`src/hdl/smsd_cfg.svh`:
```
`ifndef SMSD_CFG_SVH
`define SMSD_CFG_SVH
// Register byte addresses
`define SMSD_CTRL_OFF 12'h000
`define SMSD_STAT_OFF 12'h004
`define SMSD_ISTAT_OFF 12'h008
`define SMSD_IMASK_OFF 12'h00c
// Control byte field positions
`define SMSD_CUR_HI_BIT 7
`define SMSD_CUR_LO_BIT 6
`define SMSD_OUT_EN_BIT 5
`define SMSD_SEL_BIT 4
`define SMSD_P3_BIT 3
`define SMSD_TSEL_HI_BIT 2
`define SMSD_TSEL_MID_BIT 1
`define SMSD_TSEL_LOW_BIT 0
// Reset values
`define SMSD_CTRL_RST 8'h30
// ADC thresholds at 0.15/0.3/0.45/0.6 of full scale, 10-bit sample scale
`define SMSD_ADC_FULL 10'h3ff
`define SMSD_ADC_T1 10'h099
`define SMSD_ADC_T2 10'h133
`define SMSD_ADC_T3 10'h1cc
`define SMSD_ADC_T4 10'h266
// Interrupt bits
`define SMSD_IRQ_LOCK 0
`define SMSD_IRQ_ADC 1
`endif

```
`src/hdl/smsd_pkg.sv`:
```
package smsd_pkg;
  typedef enum logic [5:0] {
    SMSD_NORMAL = 6'h01,
    SMSD_T_SINK = 6'h02,
    SMSD_T_SRC = 6'h04,
    SMSD_T_OFF = 6'h08,
    SMSD_T_PORT = 6'h10,
    SMSD_T_VAR = 6'h20
  } smsd_mode_t;
  typedef struct packed {
    logic pump_sink;
    logic pump_source;
    logic pump_off;
    logic port_div;
    logic varactor_off;
  } smsd_test_t;
  typedef struct packed {
    logic shared_out_en;
    logic shared_sel_comp;
    logic [1:0] pump_current;
  } smsd_out_t;
endpackage

```
`src/hdl/smsd_sync.sv`:
```
`timescale 1ns/100ps
`default_nettype none
module smsd_sync (
  input wire logic pclk,
  input wire logic presetn,
  input wire logic d,
  output logic q
);
  logic s1_reg;
  always_ff @(posedge pclk or negedge presetn) begin
    if (!presetn) begin
      s1_reg <= 1'b0;
      q <= 1'b0;
    end else begin
      s1_reg <= d;
      q <= s1_reg;
    end
  end
endmodule // smsd_sync
`default_nettype wire

```
`src/hdl/smsd_adc.sv`:
```
`timescale 1ns/100ps
`default_nettype none
`include "smsd_cfg.svh"
module smsd_adc (
  input wire logic [9:0] sample,
  output logic [2:0] code
);
  // Five ranges, ascending codes
  assign code = (sample >= `SMSD_ADC_T4) ? 3'h4 :
                (sample >= `SMSD_ADC_T3) ? 3'h3 :
                (sample >= `SMSD_ADC_T2) ? 3'h2 :
                (sample >= `SMSD_ADC_T1) ? 3'h1 : 3'h0;
endmodule // smsd_adc
`default_nettype wire

```
`src/hdl/smsd_top.sv`:
```
// Overview of operation
// ADC sample quantised to five ranges at 0.15/0.3/0.45/0.6 supply, codes 0..4.
// Enable low forces shared output disabled and high, whatever select and test.
// Enable 0, select 1: test bits 00 sink, 01 source, 10 off, 11 port half-fpd.
// Pump test modes override lock: sink reports 1, source or off report 0.
// Pump disabled test code reports lock 0 regardless of real lock.
// In test mode high test bit disables varactor drive output.
// Two current bits select four pump currents, rising from 00 to 11.
// Host shares reference: master enable 1 select 0, slave enable 0 select 0.
// Enable 1 routes reference when select 0, comparison when select 1.
// Power up sets enable and select to 1, comparison on shared output.
// When test bits accepted, previous low three port values are kept.
// Status byte: power-loss, lock, three zeros, three ADC bits, MSB first.
// Mode, test and current are registered, changed only on accepted writes.
`timescale 1ns/100ps
`default_nettype none
`include "smsd_cfg.svh"
module smsd_top
  import smsd_pkg::*;
(
  // APB
  input wire logic pclk,
  input wire logic presetn,
  input wire logic psel,
  input wire logic penable,
  input wire logic pwrite,
  input wire logic [11:0] paddr,
  input wire logic [31:0] pwdata,
  output logic [31:0] prdata,
  output logic pready,
  output logic pslverr,
  // Analog side inputs
  input wire logic ref_osc_in,
  input wire logic comp_freq_in,
  input wire logic phase_detector_freq,
  input wire logic loop_locked,
  input wire logic [9:0] adc_sample,
  // Outputs
  output logic shared_out,
  output logic [3:0] port_out,
  output logic [1:0] pump_current,
  output logic pump_sink,
  output logic pump_source,
  output logic pump_off,
  output logic varactor_off,
  output logic irq
);
  import smsd_pkg::*;

  logic [7:0] ctrl_reg;
  logic [3:0] port_reg;
  logic por_reg;
  logic [1:0] istat_reg, imask_reg;
  logic ref_s, comp_s, fpd_s, lock_s;
  logic fpd_d_reg, half_reg;
  logic lock_rep_d_reg;
  logic [2:0] adc_d_reg;
  smsd_mode_t mode_reg;
  smsd_out_t out_reg;

  smsd_sync u_ref (.pclk(pclk), .presetn(presetn), .d(ref_osc_in), .q(ref_s));
  smsd_sync u_cmp (.pclk(pclk), .presetn(presetn), .d(comp_freq_in), .q(comp_s));
  smsd_sync u_fpd (.pclk(pclk), .presetn(presetn), .d(phase_detector_freq), .q(fpd_s));
  smsd_sync u_lck (.pclk(pclk), .presetn(presetn), .d(loop_locked), .q(lock_s));

  logic [2:0] adc_code;
  smsd_adc u_adc (.sample(adc_sample), .code(adc_code));

  // Bus decode
  wire wr_en = psel && penable && pwrite;
  wire rd_en = psel && penable && !pwrite;
  wire hit_ctrl = (paddr == `SMSD_CTRL_OFF);
  wire hit_stat = (paddr == `SMSD_STAT_OFF);
  wire hit_istat = (paddr == `SMSD_ISTAT_OFF);
  wire hit_imask = (paddr == `SMSD_IMASK_OFF);
  wire hit_any = hit_ctrl || hit_stat || hit_istat || hit_imask;
  wire ctrl_wr = wr_en && hit_ctrl;
  wire [7:0] wb = pwdata[7:0];
  wire w_out_en = wb[`SMSD_OUT_EN_BIT];
  wire w_sel = wb[`SMSD_SEL_BIT];
  wire w_test = !w_out_en && w_sel;

  // Mode decode from written byte
  wire [1:0] w_ts = {wb[`SMSD_TSEL_MID_BIT], wb[`SMSD_TSEL_LOW_BIT]};
  smsd_mode_t mode_next;
  assign mode_next = !w_test ? SMSD_NORMAL :
                     (w_ts == 2'h0) ? SMSD_T_SINK :
                     (w_ts == 2'h1) ? SMSD_T_SRC :
                     (w_ts == 2'h2) ? SMSD_T_OFF : SMSD_T_PORT;
  // Ports keep old low bits while test bits are received
  wire [3:0] port_next = w_test ? {wb[`SMSD_P3_BIT], port_reg[2:0]} : wb[3:0];
  wire var_next = w_test && wb[`SMSD_TSEL_HI_BIT];
  logic var_reg;

  // Lock reporting
  wire lock_rep = (mode_reg == SMSD_T_SINK) ? 1'b1 :
                  ((mode_reg == SMSD_T_SRC) || (mode_reg == SMSD_T_OFF)) ? 1'b0 :
                  lock_s;
  wire [7:0] status = {por_reg, lock_rep, 3'h0, adc_code};

  // Shared output selection
  wire shared_next = !out_reg.shared_out_en ? 1'b1 :
                     (out_reg.shared_sel_comp ? comp_s : ref_s);
  wire half_next = (fpd_s && !fpd_d_reg) ? !half_reg : half_reg;
  wire [3:0] port_drive = (mode_reg == SMSD_T_PORT) ? {port_reg[3:1], half_reg} : port_reg;

  // Events
  wire ev_lock = lock_rep != lock_rep_d_reg;
  wire ev_adc = adc_code != adc_d_reg;
  wire istat_wr = wr_en && hit_istat;
  wire [1:0] istat_next = ({ev_adc, ev_lock}) |
                          (istat_reg & ~(istat_wr ? pwdata[1:0] : 2'h0));

  wire [31:0] rd_mux = hit_ctrl ? {24'h0, ctrl_reg} :
                       hit_stat ? {24'h0, status} :
                       hit_istat ? {30'h0, istat_reg} :
                       hit_imask ? {30'h0, imask_reg} : 32'h0;

  always_ff @(posedge pclk or negedge presetn) begin
    if (!presetn) begin
      ctrl_reg <= `SMSD_CTRL_RST;
      out_reg <= '{1'b1, 1'b1, 2'h0};
      mode_reg <= SMSD_NORMAL;
      port_reg <= 4'h0;
      var_reg <= 1'b0;
    end else if (ctrl_wr) begin
      ctrl_reg <= wb;
      out_reg <= '{w_out_en, w_sel, {wb[`SMSD_CUR_HI_BIT], wb[`SMSD_CUR_LO_BIT]}};
      mode_reg <= mode_next;
      port_reg <= port_next;
      var_reg <= var_next;
    end
  end

  // Power-loss flag, cleared by a status read
  always_ff @(posedge pclk or negedge presetn) begin
    if (!presetn) begin
      por_reg <= 1'b1;
    end else if (rd_en && hit_stat) begin
      por_reg <= 1'b0;
    end
  end

  always_ff @(posedge pclk or negedge presetn) begin
    if (!presetn) begin
      fpd_d_reg <= 1'b0;
      half_reg <= 1'b0;
      lock_rep_d_reg <= 1'b0;
      adc_d_reg <= 3'h0;
      istat_reg <= 2'h0;
      imask_reg <= 2'h0;
    end else begin
      fpd_d_reg <= fpd_s;
      half_reg <= half_next;
      lock_rep_d_reg <= lock_rep;
      adc_d_reg <= adc_code;
      istat_reg <= istat_next;
      if (wr_en && hit_imask) begin
        imask_reg <= pwdata[1:0];
      end
    end
  end

  always_ff @(posedge pclk or negedge presetn) begin
    if (!presetn) begin
      prdata <= 32'h0;
      pready <= 1'b0;
      pslverr <= 1'b0;
      shared_out <= 1'b1;
      port_out <= 4'h0;
      pump_current <= 2'h0;
      pump_sink <= 1'b0;
      pump_source <= 1'b0;
      pump_off <= 1'b0;
      varactor_off <= 1'b0;
      irq <= 1'b0;
    end else begin
      pready <= psel && !penable;
      pslverr <= psel && !penable && !hit_any;
      prdata <= (psel && !penable && !pwrite) ? rd_mux : prdata;
      shared_out <= shared_next;
      port_out <= port_drive;
      pump_current <= out_reg.pump_current;
      pump_sink <= mode_reg == SMSD_T_SINK;
      pump_source <= mode_reg == SMSD_T_SRC;
      pump_off <= mode_reg == SMSD_T_OFF;
      varactor_off <= var_reg;
      irq <= |(istat_next & imask_reg);
    end
  end

  // Checks
  shared_hi_a: assert property (@(posedge pclk) disable iff (!presetn)
    !out_reg.shared_out_en |=> shared_out)
    else $error("shared output not high while disabled");
  sink_lock_a: assert property (@(posedge pclk) disable iff (!presetn)
    mode_reg == SMSD_T_SINK |-> status[6])
    else $error("lock not forced in sink test");
  off_lock_a: assert property (@(posedge pclk) disable iff (!presetn)
    (mode_reg == SMSD_T_OFF || mode_reg == SMSD_T_SRC) |-> !status[6])
    else $error("lock not cleared in pump test");
  test_dec_a: assert property (@(posedge pclk) disable iff (!presetn)
    ctrl_wr && w_test && w_ts == 2'h1 |=> ##1 pump_source && !pump_sink)
    else $error("source test not decoded");
  var_off_a: assert property (@(posedge pclk) disable iff (!presetn)
    ctrl_wr && w_test && wb[`SMSD_TSEL_HI_BIT] |=> ##1 varactor_off)
    else $error("varactor not disabled");
  port_keep_a: assert property (@(posedge pclk) disable iff (!presetn)
    ctrl_wr && w_test |=> port_reg[2:0] == $past(port_reg[2:0]))
    else $error("low ports overwritten");
  cur_sel_a: assert property (@(posedge pclk) disable iff (!presetn)
    ctrl_wr |=> ##1 pump_current == $past(wb[7:6], 2))
    else $error("pump current wrong");
  mode_hold_a: assert property (@(posedge pclk) disable iff (!presetn)
    !ctrl_wr |=> $stable(mode_reg) && $stable(out_reg))
    else $error("mode changed without write");
  adc_code_a: assert property (@(posedge pclk) disable iff (!presetn)
    adc_sample >= `SMSD_ADC_T4 |-> adc_code == 3'h4)
    else $error("top adc range wrong");
  stat_fmt_a: assert property (@(posedge pclk) disable iff (!presetn)
    status[5:3] == 3'h0 && status[2:0] == adc_code)
    else $error("status layout wrong");
  norm_lock_a: assert property (@(posedge pclk) disable iff (!presetn)
    mode_reg == SMSD_NORMAL |-> status[6] == lock_s)
    else $error("lock not passed in normal mode");
  ref_route_a: assert property (@(posedge pclk) disable iff (!presetn)
    out_reg.shared_out_en && !out_reg.shared_sel_comp |=> shared_out == $past(ref_s))
    else $error("reference not routed");
  comp_route_a: assert property (@(posedge pclk) disable iff (!presetn)
    out_reg.shared_out_en && out_reg.shared_sel_comp |=> shared_out == $past(comp_s))
    else $error("comparison not routed");
  sink_dec_a: assert property (@(posedge pclk) disable iff (!presetn)
    ctrl_wr && w_test && w_ts == 2'h0 |=> ##1 pump_sink && !pump_source && !pump_off)
    else $error("sink test not decoded");
  off_dec_a: assert property (@(posedge pclk) disable iff (!presetn)
    ctrl_wr && w_test && w_ts == 2'h2 |=> ##1 pump_off && !pump_sink && !pump_source)
    else $error("pump off test not decoded");
  norm_dec_a: assert property (@(posedge pclk) disable iff (!presetn)
    ctrl_wr && !w_test |=> ##1 !pump_sink && !pump_source && !pump_off)
    else $error("test mode outside test");
  var_on_a: assert property (@(posedge pclk) disable iff (!presetn)
    ctrl_wr && !(w_test && wb[`SMSD_TSEL_HI_BIT]) |=> ##1 !varactor_off)
    else $error("varactor disabled wrongly");
  port_half_a: assert property (@(posedge pclk) disable iff (!presetn)
    mode_reg == SMSD_T_PORT |=> port_out[0] == $past(half_reg))
    else $error("port zero not half rate");
  port_load_a: assert property (@(posedge pclk) disable iff (!presetn)
    ctrl_wr && !w_test |=> port_reg == $past(wb[3:0]))
    else $error("ports not loaded");
  adc_low_a: assert property (@(posedge pclk) disable iff (!presetn)
    adc_sample < `SMSD_ADC_T1 |-> adc_code == 3'h0)
    else $error("low adc range wrong");
  adc_mid_a: assert property (@(posedge pclk) disable iff (!presetn)
    adc_sample >= `SMSD_ADC_T2 && adc_sample < `SMSD_ADC_T3 |-> adc_code == 3'h2)
    else $error("mid adc range wrong");
  por_clr_a: assert property (@(posedge pclk) disable iff (!presetn)
    rd_en && hit_stat |=> !por_reg)
    else $error("power loss flag not cleared");
endmodule // smsd_top
`default_nettype wire

```
`config.mk`:
```
export PLATFORM = sky130hd
export DESIGN_NAME = smsd_top
export DESIGN_NICKNAME = d
export VERILOG_FILES = /design/src/hdl/smsd_pkg.sv /design/src/hdl/smsd_sync.sv /design/src/hdl/smsd_adc.sv /design/src/hdl/smsd_top.sv
export VERILOG_INCLUDE_DIRS = /design/src /design/src/hdl
export SDC_FILE = /design/constraint.sdc
export NUM_CORES = 1
export LEC_CHECK = 0
export ABC_AREA = 0
export BUFFER_PORTS_ARGS = -buffer_cell sky130_fd_sc_hd__buf_2
export CAP_MARGIN = 40
export CORE_MARGIN = 2
export CORE_UTILIZATION = 28
export DETAILED_ROUTE_END_ITERATION = 10
export PLACE_DENSITY = 0.53
export SLEW_MARGIN = 20
export SYNTH_ARGS = -nofsm -noshare
export SYNTH_HDL_FRONTEND = slang
export SYNTH_SLANG_ARGS = --single-unit
export TNS_END_PERCENT = 10
```
`constraint.sdc`:
```
create_clock -name pclk -period 1.9 [get_ports pclk]
set_input_delay 0.285 -clock pclk [delete_from_list [all_inputs] [get_ports pclk]]
set_output_delay 0.285 -clock pclk [all_outputs]
set_load 0.05 [all_outputs]
```
==> results of run 1 <==
cells in the final DEF (no fill, tap or decap), drive strengths merged, types with 3 or more instances in the layout:
cell    count
buf        78
dfrtp      53
nand2      27
conb       24
nor2       15
mux2       14
clkbuf     13
nand3       8
o21ai       7
nand2b      6
nor3        6
nor4        5
dfstp       5
and2        4
a211o       3
a211oi      3
xnor2       3
nor2b       3
a221oi      3
o41ai       3
inv         3
cell families (layout without fill, tap and decap cells):
kind of cell	count (synthesis)	in the layout
mux	16	16
xor+xnor	3	3
buf+inv	32	98
simple gates	81	81
flops	58	58
compound gates	32	32
other cells	1	24
routing by layer:
metal | vias to the layer above | track usage, % | share of wire [%] | wire length, um
met5 | - | 0 | 0 | 0
met3 | 7 | 3.19 | 6.7 | 341
li1 | 908 | - | - | -
met4 | 0 | 5.37 | 1.5 | 76
met1 | 878 | 14.8 | 46 | 2330
met2 | 55 | 16.8 | 46 | 2320
synthesized netlist by cell type, types with 2 or more instances:
library cell,instances,area (um2)
sky130_fd_sc_hd__mux2i_1,2,20.0
sky130_fd_sc_hd__nor4_1,5,31.3
sky130_fd_sc_hd__buf_4,24,180
sky130_fd_sc_hd__a211o_1,3,26.3
sky130_fd_sc_hd__dfrtp_1,53,1330
sky130_fd_sc_hd__o41ai_1,3,26.3
sky130_fd_sc_hd__mux2_1,11,124
sky130_fd_sc_hd__nor2b_1,3,18.8
sky130_fd_sc_hd__o21ai_0,3,15.0
sky130_fd_sc_hd__a211oi_1,3,22.5
sky130_fd_sc_hd__a21oi_1,2,10.0
sky130_fd_sc_hd__o21ai_1,4,20.0
sky130_fd_sc_hd__and2_1,4,25.0
sky130_fd_sc_hd__dfstp_2,5,131
sky130_fd_sc_hd__nand2b_1,6,37.5
sky130_fd_sc_hd__mux2_2,3,33.8
sky130_fd_sc_hd__nand3_1,8,40.0
sky130_fd_sc_hd__o31ai_1,2,15.0
sky130_fd_sc_hd__nor3_1,6,30.0
sky130_fd_sc_hd__nand2_1,27,101
sky130_fd_sc_hd__nor2_1,15,56.3
sky130_fd_sc_hd__inv_1,2,7.51
sky130_fd_sc_hd__xnor2_1,3,26.3
sky130_fd_sc_hd__a221oi_1,3,26.3
sky130_fd_sc_hd__clkbuf_1,4,15.0
cell type report:
type / count / area (um2)
Fill cell: 895 / 5510
Tap cell: 108 / 135
Inverter: 3 / 11.3
Clock buffer: 13 / 149
Multi-Input combinational cell: 156 / 945
Sequential cell: 58 / 1460
Clock inverter: 3 / 40.0
Timing Repair Buffer: 79 / 470
power groups by stage:
stage | combinational [mW] | sequential (mW) | clock (mW)
2_1_floorplan | 0.219 | 1.36 | 0
3_3_place_gp | 0.354 | 1.32 | 0
3_5_place_dp | 0.357 | 1.32 | 0
4_1_cts | 0.362 | 1.30 | 1.13
5_1_grt | 0.391 | 1.30 | 1.19
6_report | 0.360 | 1.30 | 1.09
critical path, cell delays in order:
cell,delay [ps]
sky130_fd_sc_hd__buf_6,100
sky130_fd_sc_hd__or4_4,530
sky130_fd_sc_hd__o211ai_2,180
sky130_fd_sc_hd__xnor2_1,80
sky130_fd_sc_hd__o311a_1,290
sky130_fd_sc_hd__or4b_4,520
sky130_fd_sc_hd__a22o_1,190
worst min-delay path by stage:
stage	startpoint	to	slack (ps)	cells past startpoint
6_report	comp_freq_in	u_cmp.s1_reg	60	1
4_1_cts	phase_detector_freq	u_fpd.s1_reg	40	1
2_1_floorplan	presetn	adc_d_reg[0]	-10	0
3_3_place_gp	presetn	u_ref.s1_reg	310	2
5_1_grt	phase_detector_freq	u_fpd.s1_reg	40	1
3_5_place_dp	presetn	u_ref.s1_reg	310	2
timing repair:
action / 4_1_cts / 5_1_grt
hold buffers: 1 / 0
hold endpoints to repair: 53 / 0
resized for setup: 4 / 1
gates cloned: 0 / 0
setup endpoints to repair: 1 / 4
setup buffers: 0 / 0
==> impl_results.md, run 1 <==
* Run status: complete, but fails checks
* Violations in the final reports: negative setup slack
* Detail-routed via count per cell at 4.40
* Die Y-Extent at 98.9 um
* Die Outline Area at 0.00978 mm2
* Synthesized-area fraction occupied by ao, oa, aoi and oai cells at 9.57%
* Global-route wire length before repair at 8.63 mm
* Aggregate global-route resource usage at 11.2%
* Time the worst path needs with I/O delays and setup at 1970 ps
* Maximum VDD drop at 0.351 mV
* CTS Sinks at 58
* Async set-or-reset flop fraction in the synthesized netlist at 100%
* Leakage dissipation at 1.61 nW
* Pin count of the biggest net entering global routing at 59
* Placement-stage worst setup slack at -440 ps
* Count of endpoints failing setup in the final report at 1
* Initial Utilization at 28.9%
* Post-place instance area at 0.00299 mm2
* Number of global-route vias before repair at 1837
* Maximum fanout encountered on the critical timing path at 4
* Pwr Total at 2.74 mW
* Core outline area at 0.00872 mm2
* Number of buffer cells added on primary ports at 60
* Net switching power at 0.725 mW
* Hold slack at 59.8 ps
* TritonCTS buffer count at 9
* Root Driver: sky130_fd_sc_hd__clkbuf_8
* Sum of net half-perimeters after detailed placement at 3.73 mm
* Clock-pin transition on the worst setup and hold timing paths at 60 ps
* Synth Area in XOR/XNOR at 1.04%
* Count of flip-flops with a built-in enable after synthesis at 0
* Max-cap check violation count at 0
* Average wire per standard cell at 12.1 um
* Maximum number of buffers from clock root to sink at 2
* Element type at the critical path start: input pin
* Number of distinct standard cells referenced by the synthesized netlist at 44
* Flop pwr share at 47.2%
* Post-Syn Area at 0.00252 mm2
* Req. time, crit path at 2120 ps
* Placed insts at 403
* Number of antenna violations at the first check in global routing at 0
* Startpoint of the most critical register-to-register path: adc_d_reg[2]
* Iter 0 DRT Violations at 55
* Type of the worst setup path: input pin to flip-flop
* Multiplexer share of the synthesized area at 7.04%
* Average cell area after synthesis at 11.3 um2
* Worst R2R Path Depth at 4
* Fraction of layout instances using a drive strength above 1 at 33.3%
* Share of power burned in the clock network at 39.7%
* Reg-to-Reg End: irq
* Area grow syn2layout at 27.2%
* Number of warnings reported in the yosys synthesis log at 0
* Number of routed nets with antenna violations at 0
* Synthesized instance count at 223
* Slew Limit Fails at 0
* Pwr/cell area at 855 mW/mm2
* Cell area after layout at 0.00321 mm2
* Worst Slack Setup Final at -69.7 ps
* Synth Flop Type: sky130_fd_sc_hd__dfrtp_1
* Initial DRT Pass Iterations at 4
* Rows at 34
* Internal cell power at 2.02 mW
* Clock tree from TritonCTS: built
* Antenna diode count at 0
* Total wirelength of the detailed-routed design at 5.06 mm
* Combinational family with the most area after synthesis: simple AND/OR/NAND/NOR gates
* RSZ-0062 raised after global routing: yes
* Portion of the clock cycle consumed by the worst path in the final layout at 104%
* Fraction of the mapped netlist area in adder cells at 0%
* Critical path launch point: adc_sample[3]
* Seq cells post-synth at 58
* Non-filler instance count after layout at 420
* Number of failing hold endpoints at the final stage at 0
* Layout Nets at 370
* Die X-Extent at 98.9 um
* Total number of vias at 1848
* Final setup TNS at -69.7 ps
* H-tree lvl count at 3
* Top-Level Pins at 109
* Global-route congestion overflow total at 0
* Share of the core filled with cells at 36.8%
* DRC at 0
* Type of the most critical hold path: input pin to flip-flop
* Setup Skew at 4.70 ps
* Worst setup path endpoint: irq
* Sequential element share of the synthesized area at 57.8%
* Switching portion of total power at 26.4%
* WP data arrival at 2190 ps
* Routability cong. at 0.869
* Fraction of power consumed by combinational cells at 13.1%
* Minimum setup slack among reg-to-reg paths at 180 ps
* Highest attainable clock frequency at 0.508 GHz
* Simple logic cell fraction of the synthesized area at 16.0%
* Skew-Pair Late Insertion Delay at 330 ps
* Endpoint class of the critical path: flip-flop
No activity file was read; power rests on OpenSTA's default activity.
==> inputs of run 2 (changes only) <==
--- a/config.mk
+++ b/config.mk
@@ -10,9 +10,10 @@
 export BUFFER_PORTS_ARGS = -buffer_cell sky130_fd_sc_hd__buf_2
 export CAP_MARGIN = 40
 export CORE_MARGIN = 2
-export CORE_UTILIZATION = 28
+export CORE_UTILIZATION = 45
 export DETAILED_ROUTE_END_ITERATION = 10
-export PLACE_DENSITY = 0.53
+export MAX_ROUTING_LAYER = met4
+export PLACE_DENSITY = 0.77
 export SLEW_MARGIN = 20
 export SYNTH_ARGS = -nofsm -noshare
 export SYNTH_HDL_FRONTEND = slang
==> run 2 against run 1 <==
Effect of this change:
- the run still ends with negative setup slack left
- hold slack worse by 8.9 ps
- largest cell class unchanged
- first-iteration DRC count increased by 140%
- clock power barely moved
- core utilization grew 22 points
- via count up 1.2%
- fmax grew 1.8%
- non-clock buffer count grew 4
- total power up 1.3%
- register-to-register slack gained 30 ps
- die area down 36%
- critical path depth stayed put
==> impl_results.md, run 2 (synthesized netlist as in run 1, its figures left out) <==
* Worst Slack Setup Final at -34.8 ps (was -69.7 ps)
* Layout Nets at 374 (was 370)
* Startpoint of the most critical register-to-register path: adc_d_reg[2] (unchanged)
* Maximum VDD drop at 0.538 mV (was 0.351 mV)
* Highest attainable clock frequency at 0.517 GHz (was 0.508 GHz)
* Iter 0 DRT Violations at 130 (was 55)
* Top-Level Pins at 109 (unchanged)
* Area grow syn2layout at 26.7% (was 27.2%)
* Die Y-Extent at 78.9 um (was 98.9 um)
* Number of fill cells at 479 (was 895)
* Portion of the clock cycle consumed by the worst path in the final layout at 102% (was 104%)
* Aggregate global-route resource usage at 17.9% (was 11.2%)
* CTS Sinks at 58 (unchanged)
* Fraction of layout instances using a drive strength above 1 at 34.5% (was 33.3%)
* Detailed route wirelength on metal3 at 375 um (was 341 um)
* Worst R2R Path Depth at 4 (unchanged)
* DRC at 0 (unchanged)
* TritonCTS buffer count at 9 (unchanged)
* Top routing layer in use: met4 (unchanged)
* Setup Skew at 9.51 ps (was 4.70 ps)
* Number of antenna violations at the first check in global routing at 0 (unchanged)
* Storage element area at 0.00146 mm2 (unchanged)
* Average wire per standard cell at 13.0 um (was 12.1 um)
* Skew-Pair Late Insertion Delay at 340 ps (was 330 ps)
* Element type at the critical path start: input pin (unchanged)
* Antenna diode count at 0 (unchanged)
* WP data arrival at 2170 ps (was 2190 ps)
* Type of the most critical hold path: input pin to flip-flop (unchanged)
* Met2 wire len at 2.39 mm (was 2.32 mm)
* Initial DRT Pass Iterations at 5 (was 4)
* Core outline area at 0.00547 mm2 (was 0.00872 mm2)
* Total wirelength of the detailed-routed design at 5.05 mm (was 5.06 mm)
* Root Driver: sky130_fd_sc_hd__clkbuf_8 (unchanged)
* Time the worst path needs with I/O delays and setup at 1930 ps (was 1970 ps)
* Violations in the final reports: negative setup slack (unchanged)
* Placement-stage worst setup slack at -439 ps (was -440 ps)
* H-tree lvl count at 3 (unchanged)
* Most frequent cells in the layout: sky130_fd_sc_hd__buf_2, sky130_fd_sc_hd__dfrtp_1, sky130_fd_sc_hd__nand2_1 (unchanged)
* Number of routed nets with antenna violations at 0 (unchanged)
* Leakage dissipation at 1.63 nW (was 1.61 nW)
* Startpoint of the tightest hold check path: ref_osc_in (was comp_freq_in)
* Slew at the pin closest to its max-slew limit at 522 ps
* Maximum fanout encountered on the critical timing path at 2 (was 4)
* Pwr Total at 2.78 mW (was 2.74 mW)
* Max-cap check violation count at 0 (unchanged)
* Die Outline Area at 0.00622 mm2 (was 0.00978 mm2)
* Reg-to-Reg End: irq (unchanged)
* Global-route wire length before repair at 8.02 mm (was 8.63 mm)
* Number of global-route vias before repair at 1829 (was 1837)
* Clock-pin transition on the worst setup and hold timing paths at 70 ps (was 60 ps)
* Number of failing hold endpoints at the final stage at 0 (unchanged)
* Type of the worst setup path: input pin to flip-flop (unchanged)
* Endpoint class of the critical path: flip-flop (unchanged)
* Critical path launch point: adc_sample[7] (was adc_sample[3])
* Clock tree from TritonCTS: built (unchanged)
* Share of the core filled with cells at 58.4% (was 36.8%)
* Number of buffer cells added on primary ports at 60 (unchanged)
* Minimum setup slack among reg-to-reg paths at 210 ps (was 180 ps)
* Hold slack at 50.9 ps (was 59.8 ps)
* Worst slew slack as a fraction of its limit at 65.2%
* Rows at 27 (was 34)
* Detail-routed via count per cell at 4.82 (was 4.40)
* Maximum number of buffers from clock root to sink at 2 (unchanged)
* Die X-Extent at 78.9 um (was 98.9 um)
* Global-route congestion overflow total at 0 (unchanged)
* Initial Utilization at 46.1% (was 28.9%)
* RSZ-0062 raised after global routing: yes (unchanged)
* Worst setup path endpoint: irq (unchanged)
* Pwr/cell area at 870 mW/mm2 (was 855 mW/mm2)
* Post-Route M1 WL at 2.22 mm (was 2.33 mm)
* Pin count of the biggest net entering global routing at 26 (was 59)
* Routability cong. at 0.876 (was 0.869)
* Total number of vias at 1870 (was 1848)
* Count of endpoints failing setup in the final report at 1 (unchanged)
* Sum of net half-perimeters after detailed placement at 3.65 mm (was 3.73 mm)
* Highest-delay cell along the critical path: sky130_fd_sc_hd__or4_4 (unchanged)
* Slew Limit Fails at 0 (unchanged)
* Area of the multi-input gates at 940 um2 (was 945 um2)
* Run status: complete, but fails checks (unchanged)
* Leading cell type in the layout, fill and taps excluded: sky130_fd_sc_hd__buf_2 (unchanged)
* Longest individual stage delay on the worst path at 530 ps (about the same)
* Cell-by-cell trace of the critical path: buf_6 > or4_4 > o211ai_2 > xnor2_1 > o311a_1 > or4b_4 > a22o_1 (unchanged)
* Req. time, crit path at 2130 ps (was 2120 ps)
==> run 2: timing repair <==
item	CTS	global route
pin swaps	3	2
gates cloned	0	0
resized for setup	2	0
hold endpoints to repair	20	0
endpoints found under the setup margin	1	1
hold buffers	1	0
setup buffers	1	0
==> run 2: per-layer routing <==
| metal | global-route usage (%) | vias to the layer above |
|---|---|---|
| met4 | 6.21 | 0 |
| met1 | 19.7 | 877 |
| met2 | 29.1 | 73 |
| met5 | - | - |
| met3 | 7.95 | 9 |
| li1 | - | 911 |
==> run 2: final cells by class <==
cell class | count | area share (%)
flip-flops and latches | 58 | 45.6
clock buffers | 11 | 4.42
clock inverters | 5 | 1.72
well taps | 72 | 2.82
multi-input cells | 156 | 29.4
repair buffers | 83 | 15.7
inverters | 3 | 0.352
==> run 2: stage by stage <==
step                area, um2  setup TNS [ps]  std cells
CTS                      3200           -53.1        388
global placement         2970           -1400        370
floorplan                2610           -1670        246
detailed placement       2970           -2060        370
global route             3200           -57.2        388
finish                   3200           -34.8        388
==> run 2: report_power, final <==
group	total [mW]	leakage (nW)	internal [mW]	switching [mW]
clock	1.12	0.0953	0.636	0.480
combinational	0.364	0.789	0.109	0.255
sequential	1.30	0.743	1.28	0.0230
==> run 2: worst min-delay path by stage <==
| stage | end | cells after the start |
|---|---|---|
| final | u_ref.s1_reg | 1 |
| after global routing | u_fpd.s1_reg | 1 |
| after CTS | u_fpd.s1_reg | 1 |
| after detailed placement | u_fpd.q | 1 |
| after global placement | port_reg[1] | 1 |
| after floorplan | adc_d_reg[0] | 0 |
==> run 2: critical path: cells and delay by family <==
kind,cells,cell delay (ps)
and+or+nand+nor,2,1050
AOI/OAI and AO/OA,3,660
buffers and inverters,1,90
xor gates and xnor gates,1,80
==> inputs of run 3 (changes only) <==
--- a/config.mk
+++ b/config.mk
@@ -6,14 +6,14 @@
 export SDC_FILE = /design/constraint.sdc
 export NUM_CORES = 1
 export LEC_CHECK = 0
-export ABC_AREA = 0
+export ABC_AREA = 1
 export BUFFER_PORTS_ARGS = -buffer_cell sky130_fd_sc_hd__buf_2
 export CAP_MARGIN = 40
 export CORE_MARGIN = 2
 export CORE_UTILIZATION = 45
 export DETAILED_ROUTE_END_ITERATION = 10
 export MAX_ROUTING_LAYER = met4
-export PLACE_DENSITY = 0.77
+export PLACE_DENSITY = 0.76
 export SLEW_MARGIN = 20
 export SYNTH_ARGS = -nofsm -noshare
 export SYNTH_HDL_FRONTEND = slang
==> run 3 against run 2 <==
Effect of this change:
- the flow now finishes without violations
- register-to-register slack improved by 300 ps
- die area increased by 6.9%
- critical path depth increased by 2
- fmax increased by 36%
- sequential cell count unchanged
- non-clock buffer count decreased by 18
- global-route usage decreased by 0.58 points
- clock power decreased by 5%
- critical path type unchanged
- largest power group unchanged
==> impl_results.md, run 3 <==
* Number of buffer cells added on primary ports at 60 (unchanged)
* Count of endpoints failing setup in the final report at 0 (was 1)
* Worst path top cell family by delay: simple AND/OR/NAND/NOR gates (unchanged)
* Library cell with the largest summed area after synthesis: sky130_fd_sc_hd__dfrtp_1 (unchanged)
* Rows at 28 (was 27)
* CP Buf/Inv Count at 2 (was 1)
* Worst R2R Path Depth at 8 (was 4)
* Pwr Total at 2.65 mW (was 2.78 mW)
* Total number of vias at 2083 (was 1870)
* Sum of net half-perimeters after detailed placement at 3.74 mm (was 3.65 mm)
* Portion of the clock cycle consumed by the worst path in the final layout at 74.8% (was 102%)
* Number of global-route vias before repair at 1968 (was 1829)
* Fraction of layout instances using a drive strength above 1 at 25.5% (was 34.5%)
* Top-area cell type share of the netlist area at 49.0% (was 52.6%)
* Detail-routed via count per cell at 4.54 (was 4.82)
* Initial Utilization at 46.3% (was 46.1%)
* Req. time, crit path at 2110 ps (was 2130 ps)
* Antenna diode count at 0 (unchanged)
* Highest-delay cell along the critical path: sky130_fd_sc_hd__mux2_4 (was sky130_fd_sc_hd__or4_4)
* Cell-by-cell trace of the critical path: buf_2 > nor2_1 > nand2_1 > nor2_4 > nand2_4 > nor2_8 > inv_4 > nor2_8 > mux2_4 (was buf_6 > or4_4 > o211ai_2 > xnor2_1 > o311a_1 > or4b_4 > a22o_1)
* Post-Syn Area at 0.00271 mm2 (was 0.00252 mm2)
* Slew Limit Fails at 0 (unchanged)
* Number of routed nets with antenna violations at 0 (unchanged)
* Core outline area at 0.00585 mm2 (was 0.00547 mm2)
* Maximum VDD drop at 0.599 mV (was 0.538 mV)
* Final setup TNS at 0 ps (was -34.8 ps)
* Layout Nets at 442 (was 374)
* Global-route wire length before repair at 8.51 mm (was 8.02 mm)
* Top-Level Pins at 109 (unchanged)
* Stages on worst setup path at 9 (was 7)
* Leakage dissipation at 1.87 nW (was 1.63 nW)
* Routability cong. at 0.785 (was 0.876)
* Most frequent cells in the layout: sky130_fd_sc_hd__nand2_1, sky130_fd_sc_hd__buf_2, sky130_fd_sc_hd__dfrtp_1 (was sky130_fd_sc_hd__buf_2, sky130_fd_sc_hd__dfrtp_1, sky130_fd_sc_hd__nand2_1)
* Endpoint class of the critical path: flip-flop (unchanged)
* Max-cap check violation count at 0 (unchanged)
* Skew-Pair Late Insertion Delay at 330 ps (was 340 ps)
* Type of the worst setup path: input pin to flip-flop (unchanged)
* Maximum number of buffers from clock root to sink at 2 (unchanged)
* Clock-pin transition on the worst setup and hold timing paths at 70 ps (about the same)
* WP data arrival at 1630 ps (was 2170 ps)
* Most prevalent standard cell on the critical path: sky130_fd_sc_hd__nor2_8
* Pwr/cell area at 818 mW/mm2 (was 870 mW/mm2)
* Minimum setup slack among reg-to-reg paths at 510 ps (was 210 ps)
* Highest attainable clock frequency at 0.703 GHz (was 0.517 GHz)
* Total wirelength of the detailed-routed design at 4.95 mm (was 5.05 mm)
* Top cells by count, synth: sky130_fd_sc_hd__nand2_1, sky130_fd_sc_hd__dfrtp_1, sky130_fd_sc_hd__inv_1 (was sky130_fd_sc_hd__dfrtp_1, sky130_fd_sc_hd__nand2_1, sky130_fd_sc_hd__buf_4)
* DRC at 0 (unchanged)
* Run status: completed (was complete, but fails checks)
* Element type at the critical path start: input pin (unchanged)
* Sequential element share of the synthesized area at 53.9% (was 57.8%)
* Synth Flop Type: sky130_fd_sc_hd__dfrtp_1 (unchanged)
* CTS Sinks at 58 (unchanged)
* Cell area after layout at 0.00324 mm2 (was 0.00320 mm2)
* RSZ-0062 raised after global routing: no (was yes)
* Area grow syn2layout at 19.6% (was 26.7%)
* Die X-Extent at 81.6 um (was 78.9 um)
* Clock tree from TritonCTS: built (unchanged)
* Global-route congestion overflow total at 0 (unchanged)
* Most common cell in the netlist: sky130_fd_sc_hd__nand2_1 (was sky130_fd_sc_hd__dfrtp_1)
* Longest individual stage delay on the worst path at 310 ps (was 530 ps)
* Synth area leaders: sky130_fd_sc_hd__dfrtp_1, sky130_fd_sc_hd__nand2_1, sky130_fd_sc_hd__buf_4 (was sky130_fd_sc_hd__dfrtp_1, sky130_fd_sc_hd__buf_4, sky130_fd_sc_hd__dfstp_2)
* Root Driver: sky130_fd_sc_hd__clkbuf_8 (unchanged)
* Time the worst path needs with I/O delays and setup at 1420 ps (was 1930 ps)
* Post-CTS Resized at 0 (was 2)
* Aggregate global-route resource usage at 17.3% (was 17.9%)
* Average cell area after synthesis at 8.84 um2 (was 11.3 um2)
* Iter 0 DRT Violations at 134 (was 130)
* Pin count of the biggest net entering global routing at 59 (was 26)
* Leading cell type in the layout, fill and taps excluded: sky130_fd_sc_hd__nand2_1 (was sky130_fd_sc_hd__buf_2)
* Seq cells post-synth at 58 (unchanged)
* Hold path cells at 1 (unchanged)
* Count of flip-flops with a built-in enable after synthesis at 0 (unchanged)
* Average wire per standard cell at 10.8 um (was 13.0 um)
* Die Y-Extent at 81.6 um (was 78.9 um)
* Type of the most critical hold path: input pin to flip-flop (unchanged)
* Setup Skew at 6.63 ps (was 9.51 ps)
* TritonCTS buffer count at 9 (unchanged)
* Number of failing hold endpoints at the final stage at 0 (unchanged)
* Initial DRT Pass Iterations at 4 (was 5)
* H-tree lvl count at 3 (unchanged)
* Post-place instance area at 0.00304 mm2 (was 0.00297 mm2)
* Die Outline Area at 0.00665 mm2 (was 0.00622 mm2)
* Synthesized instance count at 306 (was 223)
* Postcts setup bufs at 0 (was 1)
* Number of distinct standard cells referenced by the synthesized netlist at 35 (was 44)
* Async set-or-reset flop fraction in the synthesized netlist at 100% (unchanged)
* Number of warnings reported in the yosys synthesis log at 0 (unchanged)
* Number of antenna violations at the first check in global routing at 0 (unchanged)
* Maximum fanout encountered on the critical timing path at 10 (was 2)
-- run 3: cell types whose count changed in the layout (fill, tap and decap cells not counted), moves of 4 or more --
cell / before / now
sky130_fd_sc_hd__nor3_1: 6 / 2
sky130_fd_sc_hd__nand3_1: 8 / 18
sky130_fd_sc_hd__nor2_1: 15 / 20
sky130_fd_sc_hd__inv_1: 2 / 42
sky130_fd_sc_hd__nand2_1: 27 / 92
sky130_fd_sc_hd__mux2_1: 11 / 0
sky130_fd_sc_hd__nor4_1: 5 / 0
sky130_fd_sc_hd__o21ai_1: 4 / 0
sky130_fd_sc_hd__and2_1: 4 / 0
sky130_fd_sc_hd__o21ai_0: 3 / 13
sky130_fd_sc_hd__buf_4: 21 / 3
sky130_fd_sc_hd__nand2b_1: 6 / 0
-- run 3: power by group --
| group | switching [mW] | total [mW] | leakage, nW | internal (mW) |
|---|---|---|---|---|
| clock network | 0.463 | 1.06 | 0.0893 | 0.601 |
| registers | 0.0101 | 1.28 | 0.718 | 1.27 |
| logic | 0.233 | 0.304 | 1.07 | 0.0714 |
| total | 0.706 | 2.65 | 1.87 | 1.94 |
-- run 3: through the flow --
stage / setup WS [ps] / cells / hold slack, ps / util (%)
floorplan: 424 / 329 / -10.6 / -
global placement: 156 / 442 / 306 / 52.0
detailed placement: 139 / 442 / 309 / 52.0
CTS: 486 / 459 / 43.2 / 55.3
global route: 316 / 459 / 40.9 / 55.3
finish: 478 / 459 / 59.5 / 55.3
-- run 3: final timing paths --
path	start	endpoint
min	phase_detector_freq	u_fpd.s1_reg
max	paddr[7]	port_reg[2]
min reg2reg	u_cmp.s1_reg	u_cmp.q
min in group asynchronous	presetn	half_reg
max reg2reg	mode_reg[1]	irq
max in group asynchronous	presetn	por_reg
-- run 3: per-layer routing --
layer	GRT usage, %	part of all wire [%]	wire length, um	vias up
met4	5.08	0.71	35	0
met3	5.60	5.6	277	4
li1	-	-	-	1060
met1	21.8	43	2150	966
met5	-	0	0	-
met2	26.8	50	2490	53
-- run 3: logic make-up (layout without fill, tap and decap cells) --
| group | after synthesis | in the layout | share of synthesized area (%) |
|---|---|---|---|
| AO/OA/AOI/OAI | 26 | 26 | 6.06 |
| other | 1 | 24 | 0.139 |
| AND/OR/NAND/NOR | 146 | 146 | 24.6 |
| multiplexers | 3 | 3 | 1.53 |
| XOR/XNOR | 2 | 2 | 0.647 |
| flip-flops | 58 | 58 | 53.9 |
| buffers and inverters | 70 | 125 | 13.2 |
-- run 3: layout make-up --
| cell class | instances | area (um2) |
|---|---|---|
| clock buffers | 11 | 131 |
| clock inverters | 5 | 55.1 |
| fillers | 526 | 2610 |
| inverters | 44 | 168 |
| multi-input cells | 201 | 978 |
| flip-flops and latches | 58 | 1460 |
| well taps | 75 | 93.8 |
| repair buffers | 65 | 353 |
-- run 3: what timing repair did --
item                       in CTS  in global routing
setup endpoints to repair       0                  0
hold buffers                    1                  0
hold endpoints to repair       53                  0
